## src/verilog/glt_pkg.sv

```systemverilog
// Purpose: Shared constants and types of the guard lock teach control.
// Assumes: One 125 MHz clock; all timing counts derive from it.
// Notes: Times are kept in their own unit with derived ms tick counts.
package glt_pkg;

    localparam int unsigned CLK_HZ = 125_000_000;
    // Base tick of 1 ms drives all slow timers.
    localparam int unsigned TICK_MS = 1;
    localparam int unsigned TICK_CYCLES = CLK_HZ / 1000 * TICK_MS;
    // Blink half periods, in ms ticks.
    localparam int unsigned BLINK_1HZ_MS = 500;
    localparam int unsigned BLINK_3HZ_MS = 167;
    // Teach timing.
    localparam int unsigned TEACH_WAIT_S = 10;
    localparam int unsigned TEACH_WAIT_MS = TEACH_WAIT_S * 1000;
    localparam int unsigned POWER_OFF_MIN = 5;
    localparam int unsigned POWER_OFF_MS = POWER_OFF_MIN * 60 * 1000;
    localparam int unsigned INHIBIT_MIN = 10;
    localparam int unsigned INHIBIT_MS = INHIBIT_MIN * 60 * 1000;
    localparam int unsigned FAULT_FLASHES = 5;
    localparam int unsigned FLASH_GAP_MS = 2000;
    localparam logic [2:0] FLASH_CNT_RESET = 3'h0;
    localparam logic [9:0] BLINK_CNT_RESET = 10'h000;

    // Teach sequencer states, one-hot.
    typedef enum logic [6:0] {
        GLT_IDLE = 7'h01,
        GLT_TEACH = 7'h02,
        GLT_POWREQ = 7'h04,
        GLT_ABORT = 7'h08,
        GLT_CONFIRM = 7'h10,
        GLT_INHIBIT = 7'h20,
        GLT_RUN = 7'h40
    } glt_state_t;

endpackage

```

## src/verilog/glt_tick_if.sv

```systemverilog
`timescale 1ns/1ps
// Purpose: Carries the slow timing strobes from the divider to the core.
// Assumes: tick_ms is a one-cycle pulse, the blink signals are levels, all in the ref_clk domain.
// Notes: The divider drives, the core listens.
interface glt_tick_if;
    logic tick_ms;
    logic blink_slow;
    logic blink_fast;
    modport src (output tick_ms, output blink_slow, output blink_fast);
    modport dst (input tick_ms, input blink_slow, input blink_fast);
endinterface

```

## src/verilog/glt_tick_gen.sv

```systemverilog
`timescale 1ns/1ps
// Purpose: Prescaler giving a 1 ms tick and 1 Hz and 3 Hz blink levels.
// Assumes: ref_clk at 125 MHz.
// Notes: Blink outputs are square-wave levels, not pulses.
module glt_tick_gen
    import glt_pkg::*;
#(
    parameter int unsigned TICK_DIV = TICK_CYCLES
) (
    // Clock and reset.
    input wire logic ref_clk,
    input wire logic reset_n,
    // Timing strobes.
    glt_tick_if.src ticks
);

    typedef struct packed {
        logic [16:0] pre;
        logic [9:0] slow_cnt;
        logic [9:0] fast_cnt;
        logic tick;
        logic slow;
        logic fast;
    } glt_tick_t;

    glt_tick_t st_reg;
    glt_tick_t st_next;

    // Divide down to ms ticks, then to the blink half periods.
    always_comb begin
        st_next = st_reg;
        st_next.tick = 1'b0;
        if (st_reg.pre == 17'(TICK_DIV - 1)) begin
            st_next.pre = 17'h00000;
            st_next.tick = 1'b1;
        end else begin
            st_next.pre = st_reg.pre + 17'h00001;
        end
        if (st_reg.tick) begin
            if (st_reg.slow_cnt == 10'(BLINK_1HZ_MS - 1)) begin
                st_next.slow_cnt = BLINK_CNT_RESET;
                st_next.slow = ~st_reg.slow;
            end else begin
                st_next.slow_cnt = st_reg.slow_cnt + 10'h001;
            end
            if (st_reg.fast_cnt == 10'(BLINK_3HZ_MS - 1)) begin
                st_next.fast_cnt = BLINK_CNT_RESET;
                st_next.fast = ~st_reg.fast;
            end else begin
                st_next.fast_cnt = st_reg.fast_cnt + 10'h001;
            end
        end
    end

    // All counters clear on power-up.
    always_ff @(posedge ref_clk or negedge reset_n) begin
        if (!reset_n) begin
            st_reg <= '0;
        end else begin
            st_reg <= st_next;
        end
    end

    assign ticks.tick_ms = st_reg.tick;
    assign ticks.blink_slow = st_reg.slow;
    assign ticks.blink_fast = st_reg.fast;

endmodule

```

## src/verilog/glt_flash_gen.sv

```systemverilog
`timescale 1ns/1ps
// Purpose: Repeating burst of red flashes for the teach-in abort code.
// Assumes: Timing strobes from the prescaler.
// Notes: Bursts repeat with a pause while enabled.
module glt_flash_gen
    import glt_pkg::*;
(
    // Clock and reset.
    input wire logic ref_clk,
    input wire logic reset_n,
    // Timing and control.
    glt_tick_if.dst ticks,
    input wire logic enable,
    // Output level.
    output logic flash
);

    typedef struct packed {
        logic [2:0] count;
        logic [11:0] gap;
        logic prev;
        logic out;
    } glt_flash_t;

    glt_flash_t st_reg;
    glt_flash_t st_next;

    // Count rising edges of the slow blink; pause after each burst.
    always_comb begin
        st_next = st_reg;
        st_next.prev = ticks.blink_slow;
        if (!enable) begin
            st_next.count = FLASH_CNT_RESET;
            st_next.gap = 12'h000;
            st_next.out = 1'b0;
        end else if (st_reg.gap != 12'h000) begin
            st_next.out = 1'b0;
            if (ticks.tick_ms) begin
                st_next.gap = st_reg.gap - 12'h001;
            end
        end else begin
            // The pause starts on the fall of the last flash, so that no
            // flash is cut short; a phase caught mid-way stays dark.
            if (ticks.blink_slow && !st_reg.prev) begin
                st_next.count = st_reg.count + 3'h1;
            end else if (!ticks.blink_slow && st_reg.prev &&
                    st_reg.count == 3'(FAULT_FLASHES)) begin
                st_next.count = FLASH_CNT_RESET;
                st_next.gap = 12'(FLASH_GAP_MS);
            end
            st_next.out = ticks.blink_slow &&
                (st_next.count != FLASH_CNT_RESET);
        end
    end

    // State register.
    always_ff @(posedge ref_clk or negedge reset_n) begin
        if (!reset_n) begin
            st_reg <= '0;
        end else begin
            st_reg <= st_next;
        end
    end

    assign flash = st_reg.out;

endmodule

```

## src/verilog/glt_core.sv

```systemverilog
`timescale 1ns/1ps
// Purpose: Teach-in sequencer, lock command, safety outputs and LEDs.
// Assumes: reset_n is the power-up reset; inputs synchronous to ref_clk.
// Notes: The learned code is held in a nonvolatile cell outside.
// Function
// - Teach-in start after power cycle: green off, red on, yellow 1 Hz.
// - After ten seconds yellow blinks at 3 Hz asking power removal.
// - No power-off in five minutes: abort, five red flashes.
// - After power return, new detection activates and stores the code.
// - One-time variant: pairing permanent, later teach-in refused.
// - Repeat variant: teach-in unlimited, new code voids the old.
// - After learning, outputs inhibited for ten minutes.
// - Green blinks until inhibit expired and new actuator detected.
// - Power loss during inhibit restarts the full ten minutes.
// - No locking while the selector sits between positions.
// - Power-to-unlock: high control input unlocks, else locked.
// - Power-to-lock: high control input locks, else released.
// - Lock-monitor variant: unlock drops outputs, relock restores them.
// - Door-monitor variant: only opening the guard drops outputs.
// - Green shows supply, yellow operating state, red faults.
// - Missing safety input: green 1 Hz, red off, yellow per guard.
module glt_core
    import glt_pkg::*;
#(
    parameter int unsigned TEACH_WAIT_TICKS = TEACH_WAIT_MS,
    parameter int unsigned POWER_OFF_TICKS = POWER_OFF_MS,
    parameter int unsigned INHIBIT_TICKS = INHIBIT_MS,
    parameter int unsigned TICK_DIV = TICK_CYCLES
) (
    // Clock and power-up reset.
    input wire logic ref_clk,
    input wire logic reset_n,
    // Variant straps.
    input wire logic one_time_teach_variant,
    input wire logic repeat_teach_variant,
    input wire logic power_to_lock_variant,
    input wire logic door_monitor_variant,
    // Machine side.
    input wire logic solenoid_ctrl,
    input wire logic safety_in_a,
    input wire logic safety_in_b,
    // Sensor side.
    input wire logic actuator_present,
    input wire logic actuator_new,
    input wire logic guard_closed,
    input wire logic bolt_engaged,
    input wire logic selector_pos_one,
    input wire logic selector_pos_two,
    // Nonvolatile teach record.
    input wire logic nv_code_taught,
    input wire logic nv_pending,
    input wire logic nv_inhibit,
    output logic nv_set_pending,
    output logic nv_commit,
    output logic nv_inhibit_done,
    // Actuation and outputs.
    output logic solenoid_lock,
    output logic safety_out_a,
    output logic safety_out_b,
    output logic led_green,
    output logic led_yellow,
    output logic led_red
);

    glt_tick_if ticks ();
    logic flash_red;

    typedef struct packed {
        glt_state_t state;
        logic [19:0] timer;
        logic started;
        logic set_pending;
        logic commit;
        logic inhibit_done;
        logic lock;
        logic out_en;
        logic green;
        logic yellow;
        logic red;
    } glt_core_t;

    glt_core_t st_reg;
    glt_core_t st_next;

    logic teach_allowed;
    logic lock_cmd;
    logic chain_ok;

    glt_tick_gen #(.TICK_DIV(TICK_DIV)) u_tick (
        .ref_clk(ref_clk),
        .reset_n(reset_n),
        .ticks(ticks)
    );

    glt_flash_gen u_flash (
        .ref_clk(ref_clk),
        .reset_n(reset_n),
        .ticks(ticks),
        .enable(st_reg.state == GLT_ABORT),
        .flash(flash_red)
    );

    // Teach permission depends on the variant and on a stored pairing.
    always_comb begin
        teach_allowed = 1'b0;
        if (repeat_teach_variant) begin
            teach_allowed = 1'b1;
        end else if (one_time_teach_variant) begin
            teach_allowed = !nv_code_taught;
        end
    end

    // Solenoid command polarity, refused with the selector in between.
    always_comb begin
        if (power_to_lock_variant) begin
            lock_cmd = solenoid_ctrl;
        end else begin
            lock_cmd = !solenoid_ctrl;
        end
        if (!(selector_pos_one || selector_pos_two)) begin
            lock_cmd = 1'b0;
        end
    end

    assign chain_ok = safety_in_a && safety_in_b;

    // Sequencer, output enabling and indicator selection.
    always_comb begin
        st_next = st_reg;
        st_next.set_pending = 1'b0;
        st_next.commit = 1'b0;
        st_next.inhibit_done = 1'b0;
        st_next.lock = lock_cmd && guard_closed;
        if (ticks.tick_ms && st_reg.timer != 20'h00000) begin
            st_next.timer = st_reg.timer - 20'h00001;
        end
        case (st_reg.state)
            GLT_IDLE: begin
                st_next.started = 1'b1;
                if (nv_pending && actuator_new) begin
                    st_next.state = GLT_CONFIRM;
                end else if (nv_inhibit) begin
                    // Restart the whole inhibit after any power loss.
                    st_next.state = GLT_INHIBIT;
                    st_next.started = 1'b0;
                    st_next.timer = 20'(INHIBIT_TICKS);
                end else if (actuator_new && teach_allowed) begin
                    st_next.state = GLT_TEACH;
                    st_next.timer = 20'(TEACH_WAIT_TICKS);
                end else if (!nv_pending) begin
                    st_next.state = GLT_RUN;
                end
            end
            GLT_TEACH: begin
                if (st_reg.timer == 20'h00000) begin
                    st_next.state = GLT_POWREQ;
                    st_next.set_pending = 1'b1;
                    st_next.timer = 20'(POWER_OFF_TICKS);
                end
            end
            GLT_POWREQ: begin
                if (st_reg.timer == 20'h00000) begin
                    st_next.state = GLT_ABORT;
                end
            end
            GLT_ABORT: begin
                st_next.state = GLT_ABORT;
            end
            GLT_CONFIRM: begin
                // Commit replaces any earlier code, then inhibit runs.
                st_next.commit = 1'b1;
                st_next.started = 1'b0;
                st_next.state = GLT_INHIBIT;
                st_next.timer = 20'(INHIBIT_TICKS);
            end
            GLT_INHIBIT: begin
                if (st_reg.timer == 20'h00000) begin
                    st_next.inhibit_done = 1'b1;
                    st_next.state = GLT_RUN;
                end
            end
            GLT_RUN: begin
                if (actuator_new && teach_allowed && !actuator_present) begin
                    st_next.state = GLT_RUN;
                end
            end
            default: begin
                st_next.state = GLT_IDLE;
            end
        endcase

        // Output enabling per variant; inhibit and teach hold them off.
        st_next.out_en = 1'b0;
        if (st_reg.state == GLT_RUN && chain_ok && actuator_present &&
                guard_closed) begin
            if (door_monitor_variant) begin
                st_next.out_en = 1'b1;
            end else begin
                st_next.out_en = bolt_engaged;
            end
        end
        if (st_reg.state == GLT_INHIBIT) begin
            st_next.out_en = 1'b0;
        end

        // Indicators: supply, operating state, fault.
        st_next.green = 1'b1;
        st_next.red = 1'b0;
        if (!guard_closed) begin
            st_next.yellow = 1'b0;
        end else if (bolt_engaged) begin
            st_next.yellow = 1'b1;
        end else begin
            st_next.yellow = ticks.blink_slow;
        end
        case (st_reg.state)
            GLT_TEACH: begin
                st_next.green = 1'b0;
                st_next.red = 1'b1;
                st_next.yellow = ticks.blink_slow;
            end
            GLT_POWREQ: begin
                st_next.green = 1'b0;
                st_next.red = 1'b1;
                st_next.yellow = ticks.blink_fast;
            end
            GLT_ABORT: begin
                st_next.green = 1'b1;
                st_next.yellow = 1'b0;
                st_next.red = flash_red;
            end
            GLT_CONFIRM, GLT_INHIBIT: begin
                st_next.green = ticks.blink_slow;
                st_next.yellow = 1'b0;
            end
            default: begin
                if (!chain_ok) begin
                    st_next.green = ticks.blink_slow;
                    st_next.red = 1'b0;
                end
            end
        endcase
        // Green keeps blinking until the new actuator is seen again.
        if (st_reg.state == GLT_RUN && !st_reg.started) begin
            st_next.green = ticks.blink_slow;
        end
        // Any sighting after learning counts, even one during the inhibit.
        if (st_reg.state != GLT_IDLE && actuator_present) begin
            st_next.started = 1'b1;
        end
    end

    // State register; power-up loads GLT_IDLE and clears the rest.
    always_ff @(posedge ref_clk or negedge reset_n) begin
        if (!reset_n) begin
            st_reg <= '{state: GLT_IDLE, default: '0};
        end else begin
            st_reg <= st_next;
        end
    end

    assign nv_set_pending = st_reg.set_pending;
    assign nv_commit = st_reg.commit;
    assign nv_inhibit_done = st_reg.inhibit_done;
    assign solenoid_lock = st_reg.lock;
    assign safety_out_a = st_reg.out_en;
    assign safety_out_b = st_reg.out_en;
    assign led_green = st_reg.green;
    assign led_yellow = st_reg.yellow;
    assign led_red = st_reg.red;

endmodule

```

## config.mk

```make
export PLATFORM = sky130hd
export DESIGN_NAME = glt_core
export DESIGN_NICKNAME = d
export VERILOG_FILES = /design/src/verilog/glt_pkg.sv /design/src/verilog/glt_tick_if.sv /design/src/verilog/glt_tick_gen.sv /design/src/verilog/glt_flash_gen.sv /design/src/verilog/glt_core.sv
export SDC_FILE = /design/constraint.sdc
export NUM_CORES = 1
export LEC_CHECK = 0
export BUFFER_PORTS_ARGS = -buffer_cell sky130_fd_sc_hd__buf_2
export CORE_MARGIN = 2
export CORE_UTILIZATION = 33
export CTS_CLUSTER_SIZE = 12
export DETAILED_ROUTE_END_ITERATION = 7
export MAX_ROUTING_LAYER = met4
export SKIP_LAST_GASP = 1
export SLEW_MARGIN = 20
export SYNTH_ARGS = -nofsm -noshare
export SYNTH_HDL_FRONTEND = slang
export SYNTH_SLANG_ARGS = --single-unit
```

## constraint.sdc

```tcl
create_clock -name ref_clk -period 4.25 [get_ports ref_clk]
set_input_delay 0.85 -clock ref_clk [delete_from_list [all_inputs] [get_ports ref_clk]]
set_output_delay 0.85 -clock ref_clk [all_outputs]
set_load 0.02 [all_outputs]
```

======== Word level (Yosys, flattened, before mapping) ========
Cells that the tools add are included.
word-level totals
  logic and storage cells ................. 133
  bits in registers ....................... 93
  bits of input ports ..................... 18
  output and inout bits ................... 9
operators by class
  bitwise logic cells ..................... 2
  multiplexer cells ....................... 49
  $add $sub $neg .......................... 6
  eq/ne operators ......................... 21
  reductions and logical operators ........ 34
operator list
  cell                     number
  $pmux W20 S3             1
  $mux W27                 2
  $pmux W7 S7              1
  $mux W7                  6
  $mux W20                 2
  $mux W12                 3
  $mux W15                 2
  $mux W21                 1
  $add A10 B1 Y10 const B  2
  $logic_not A20 Y1        1
  $mux W1                  20
  $mux W10                 2
  $reduce_bool A20 Y1      1
  $sub A20 B1 Y20 const B  1
  $add A17 B1 Y17 const B  1
  $eq A17 B17 Y1 const B   1
  $mux W17                 1
  $logic_and A1 B1 Y1      15
  $mux W3                  4
  $reduce_bool A12 Y1      1
  $sub A12 B1 Y12 const B  1
  $eq A10 B8 Y1 const B    1
  $eq A10 B9 Y1 const B    1
  $ne A2 B2 Y1 const B     5
  other kinds (23)         36

======== Logic depth before layout (Yosys ltp) ========
  word-level depth ........................ 11
  mapped depth ............................ 8
  mapped depth without buffers ............ 7

======== Modules after synthesis ========
Synthesis repeated with hierarchy kept, for this count alone.
unflattened totals
  cells, all modules ...................... 523
  area, all modules ....................... 5,079.9 sq um
modules (own cells, without submodules)
  module         area an instance (sq um)  times used  cells each
  glt_core       2,122.0                   1           227
  glt_tick_gen   1,929.4                   1           182
  glt_flash_gen  1,028.5                   1           114

======== Worst setup path before layout ========
Ideal clock, no wire load.
  path kind ............................... flip-flop to flip-flop
  start ................................... register u_flash.st_reg[2] (netlist bit)
  end ..................................... register u_flash.st_reg[10] (netlist bit)
  path buffers ............................ 0
  clock period less this slack ............ 2.343 ns
  data required time ...................... 4.118 ns
  slack ................................... 1.907 ns
  cell stages (with the launch flop) ...... 8
  data arrival time ....................... 2.211 ns
  cells stage by stage .................... dfrtp_1 -> inv_1 -> ha_1 -> or4b_1 -> or4_4 -> a2111o_1 -> xor2_1 -> nor2_1
on the way
  word-level cells in the longest chain between the ends .. 4
ends and longest elaborated chain
  element                 RTL line             RTL
  start, declared         glt_flash_gen.sv:25  glt_flash_t st_reg;
  start signal, assigned  glt_flash_gen.sv:61  st_reg <= st_next;
  $sub A12 B1 Y12         glt_flash_gen.sv:39  st_next.gap = st_reg.gap - 12'h001;
  $mux W12                glt_flash_gen.sv:38  if (ticks.tick_ms) begin
  $mux W12                glt_flash_gen.sv:36  end else if (st_reg.gap != 12'h000) begin
  $mux W15                glt_flash_gen.sv:32  if (!enable) begin
Several ways; a longest one is shown, not always the timed one. The select of a mux whose other input is x is not followed.
A chain may end at the register's enable or synchronous reset.

==> summary.txt <==
Setup path
  – Setup CP Type: flop to flop
  – Levels on crit path: 5
  – CP Launch Type: flop
  – Max FO, Critical Path: 12
  – Worst Path Arrival: 2.83 ns
  – R2r startpoint: st_reg[23]
  – FF-to-FF setup slack: 1.65 ns
  – Reg2reg end: st_reg[25]
  – Cell family with most CP delay: simple AND/OR/NAND/NOR gates
  – Worst setup path end: st_reg[25]
  – WP buf/inv: 0
  – Slowest CP cell: or4b_1
  – Slowest cell delay on critical path: 0.61 ns
  – Reg2Reg Depth: 5
  – Crit. End Element: flop
  – Crit path cell chain: nor4_1, nand4_1, or4b_1, a21oi_1, o21bai_1
  – CP startpoint: st_reg[23]
  – Critical Path RT: 4.48 ns

Timing
  – Final worst path period share: 61.23%
  – Max-slew violation count: 0
  – Final setup vio count: 0
  – RSZ-0062 raised after global routing: false
  – Crit path time final: 2.602 ns
  – Fmax: 384.3 MHz
  – Tightest Pin Transition: 0.9106 ns
  – Final worst slack: 1.648 ns
  – Hold Vio Cnt, Final: 0
  – WHS: 0.4724 ns
  – Slew HR: 39.29%
  – Skew final: 0.004896 ns
  – Sum Neg Setup Slack: 0 ns

GRT
  – Number of global-route vias before repair: 3845
  – Initial antenna violation count: 0
  – GRT Max-Usage Layer: met2
  – Largest net degree at the start of global routing: 73
  – Overflow after GRT: 0
  – GR Util met3: 3.356%
  – Met1 usage: 17.68%
  – GRT Total Usage: 13.97%
  – Grt met2 use: 21.82%
  – Global-route wire length before repair: 17840 um

Power and ir drop
  – Max VDD drop: 0.2768 mV
  – Sequential fraction of design power: 46.1%
  – Combinational Power Share: 16.8%
  – Cell Pwr Density: 404.8 nW/um^2
  – Net load switching power: 0.0006476 W
  – Clock power frac: 37.1%
  – P_int: 0.001595 W
  – Sw frac: 28.87%
  – LEAKAGE: 2.392 nW

Worst hold path
  – Hold crit path type: flop to flop
  – WHS Path Cells: 1

Logic synthesis
  – Synth Instances: 522
  – Synthesized flop and latch total: 93
  – Syn nets: 548
  – Post-synth top cells: dfrtp_1 (92), nor2_1 (75), nand2_1 (43), xor2_1 (34), o21ai_0 (31)
  – EDFF count, synth: 0
  – Synthesized cell area: 4913 sq um
  – Most numerous cell in the Yosys netlist: dfrtp_1
  – Mean post-synth cell area: 9.413 sq um
  – Sequential share of the synthesized area: 47.39%
  – Yosys top cell by area: dfrtp_1
  – Share of the synthesized area in the top cell type: 46.86%
  – Largest cells by area after synthesis: dfrtp_1 (47%), xor2_1 (6.1%), nor2_1 (5.7%)
  – Top FF cell, synth: dfrtp_1
  – Async SR Flop Fraction: 100.0%
  – Synth cell types: 63
  – Syn. warnings: 0

Clock tree
  – Root Buffer: clkbuf_16
  – CTS Hold Bufs: 0
  – Clock slew at reported path FFs: 0.06 ns
  – CTS Sinks: 93
  – # Post-CTS Setup Buffers: 0
  – H-tree depth: 3
  – Post-CTS sizing: 0
  – Num CTS Buffers: 9
  – CTS tree: done
  – Clock insertion delay at the later pin of the skew report: 0.35 ns
  – Clock tree buffer depth: 2

Cells and area
  – Share of layout cells above drive strength 1: 10.38%
  – Largest register FFs: 37
  – Layout Nets: 570
  – Area grow syn2layout: 12.76%
  – Non-Filler Instances: 733
  – Ant diodes: 0
  – Finished Core Util: 38.12%

Floorplanning
  – Die area: 15880 sq um
  – Core area: 14530 sq um
  – Row count: 44
  – Num ports: 27
  – Die H: 126.0 um
  – Initial Util: 33.81%
  – Die width: 126.0 um

Placed design
  – # placed instances: 717
  – Hpwl dp: 7040 um
  – Dpl ws: 1.698 ns
  – IO buf count: 26
  – Gp weighted congestion: 0.8498

Detailed routing
  – Routed WL: 10100 um
  – DRT iter0 DRCs: 296
  – Drt first pass iters: 4
  – Number of remaining DRC errors: 0
  – Vias per inst: 5.237
  – WL per Instance: 13.77 um
  – Via count: 3839
  – Routed Antenna Nets: 0

Run
  – Number of max-cap violations: 0

Run status
  – Status: finished clean
==> layout by cell type (no fill, tap or decap), types with 2 or more instances in the layout <==
cell,instances
and3_1,7
nand4b_1,4
a21o_1,3
buf_4,3
or2_2,4
buf_2,25
nor4_2,2
a31oi_1,3
nor4b_1,2
nor2b_1,5
nand3b_1,3
a311oi_1,2
a21oi_1,21
o31ai_1,2
o41ai_1,2
o21bai_1,3
nor3_1,14
a211oi_1,3
and4_1,2
clkbuf_16,9
nor2_1,75
nand2_1,43
nand3_1,24
dfrtp_1,92
nand4bb_1,2
or4b_1,3
xor2_1,34
inv_1,11
o21ai_0,31
nand2b_1,6
nor4_1,10
or3_1,8
mux2_2,2
nand4_1,17
or4_1,5
ha_1,8
clkbuf_8,3
xnor2_1,21
o211ai_1,7
==> metrics by stage <==
stage               cell area, sq um  total power (W)
floorplan                       4913         0.001309
global placement                5221         0.001420
detailed placement              5221         0.001423
CTS                             5534         0.002272
global route                    5540         0.002371
finish                          5540         0.002243
==> layer usage <==
layer / vias to the layer above / routed length (um)
met5: - / 0
met4: 0 / 171
met3: 11 / 383
met2: 66 / 4630
met1: 1843 / 4911
li1: 1919 / -
==> worst reg2reg max path, delay by kind of cell (launching register included) <==
family | cells | cell delay [ns]
simple gates | 3 | 1.70
flops | 1 | 0.42
compound gates | 2 | 0.36
==> kinds of logic after synthesis <==
group                    synth area share, %
flip-flops                             47.39
multiplexers                          0.6621
XOR/XNOR                               9.804
AND/OR/NAND/NOR                        25.29
AO/OA/AOI/OAI                          12.55
buffers and inverters                  2.266
adder cells (fa/ha/maj)                2.037
==> area by class of cell <==
cell class | count | area (sq um)
tap | 184 | 230.2
clock inverter | 3 | 42.54
inverter | 11 | 41.29
timing repair buffer | 28 | 147.6
sequential | 93 | 2328
clock buffer | 13 | 270.3
fill | 1448 | 8994
multi-input combinational | 401 | 2480
==> how the worst min path moves through the flow <==
stage,start,endpoint,slack [ns]
CTS,u_flash.flash,led_red,0.48
global route,u_flash.flash,led_red,0.49
finish,u_flash.flash,led_red,0.47
floorplan,u_tick.ticks.blink_slow,u_flash.st_reg[1],0.36
global placement,u_tick.ticks.blink_fast,u_tick.ticks.blink_fast,0.46
detailed placement,u_flash.flash,led_red,0.46
==> power groups by stage <==
stage / logic (W) / clock network [W] / registers, W
after floorplan: 0.000299 / 0 / 0.00101
after global placement: 0.000372 / 0 / 0.00105
after detailed placement: 0.000375 / 0 / 0.00105
after CTS: 0.000378 / 0.000860 / 0.00103
after global routing: 0.000425 / 0.000900 / 0.00105
final: 0.000377 / 0.000831 / 0.00103
Note: power is estimated with default switching activity, not from simulation.
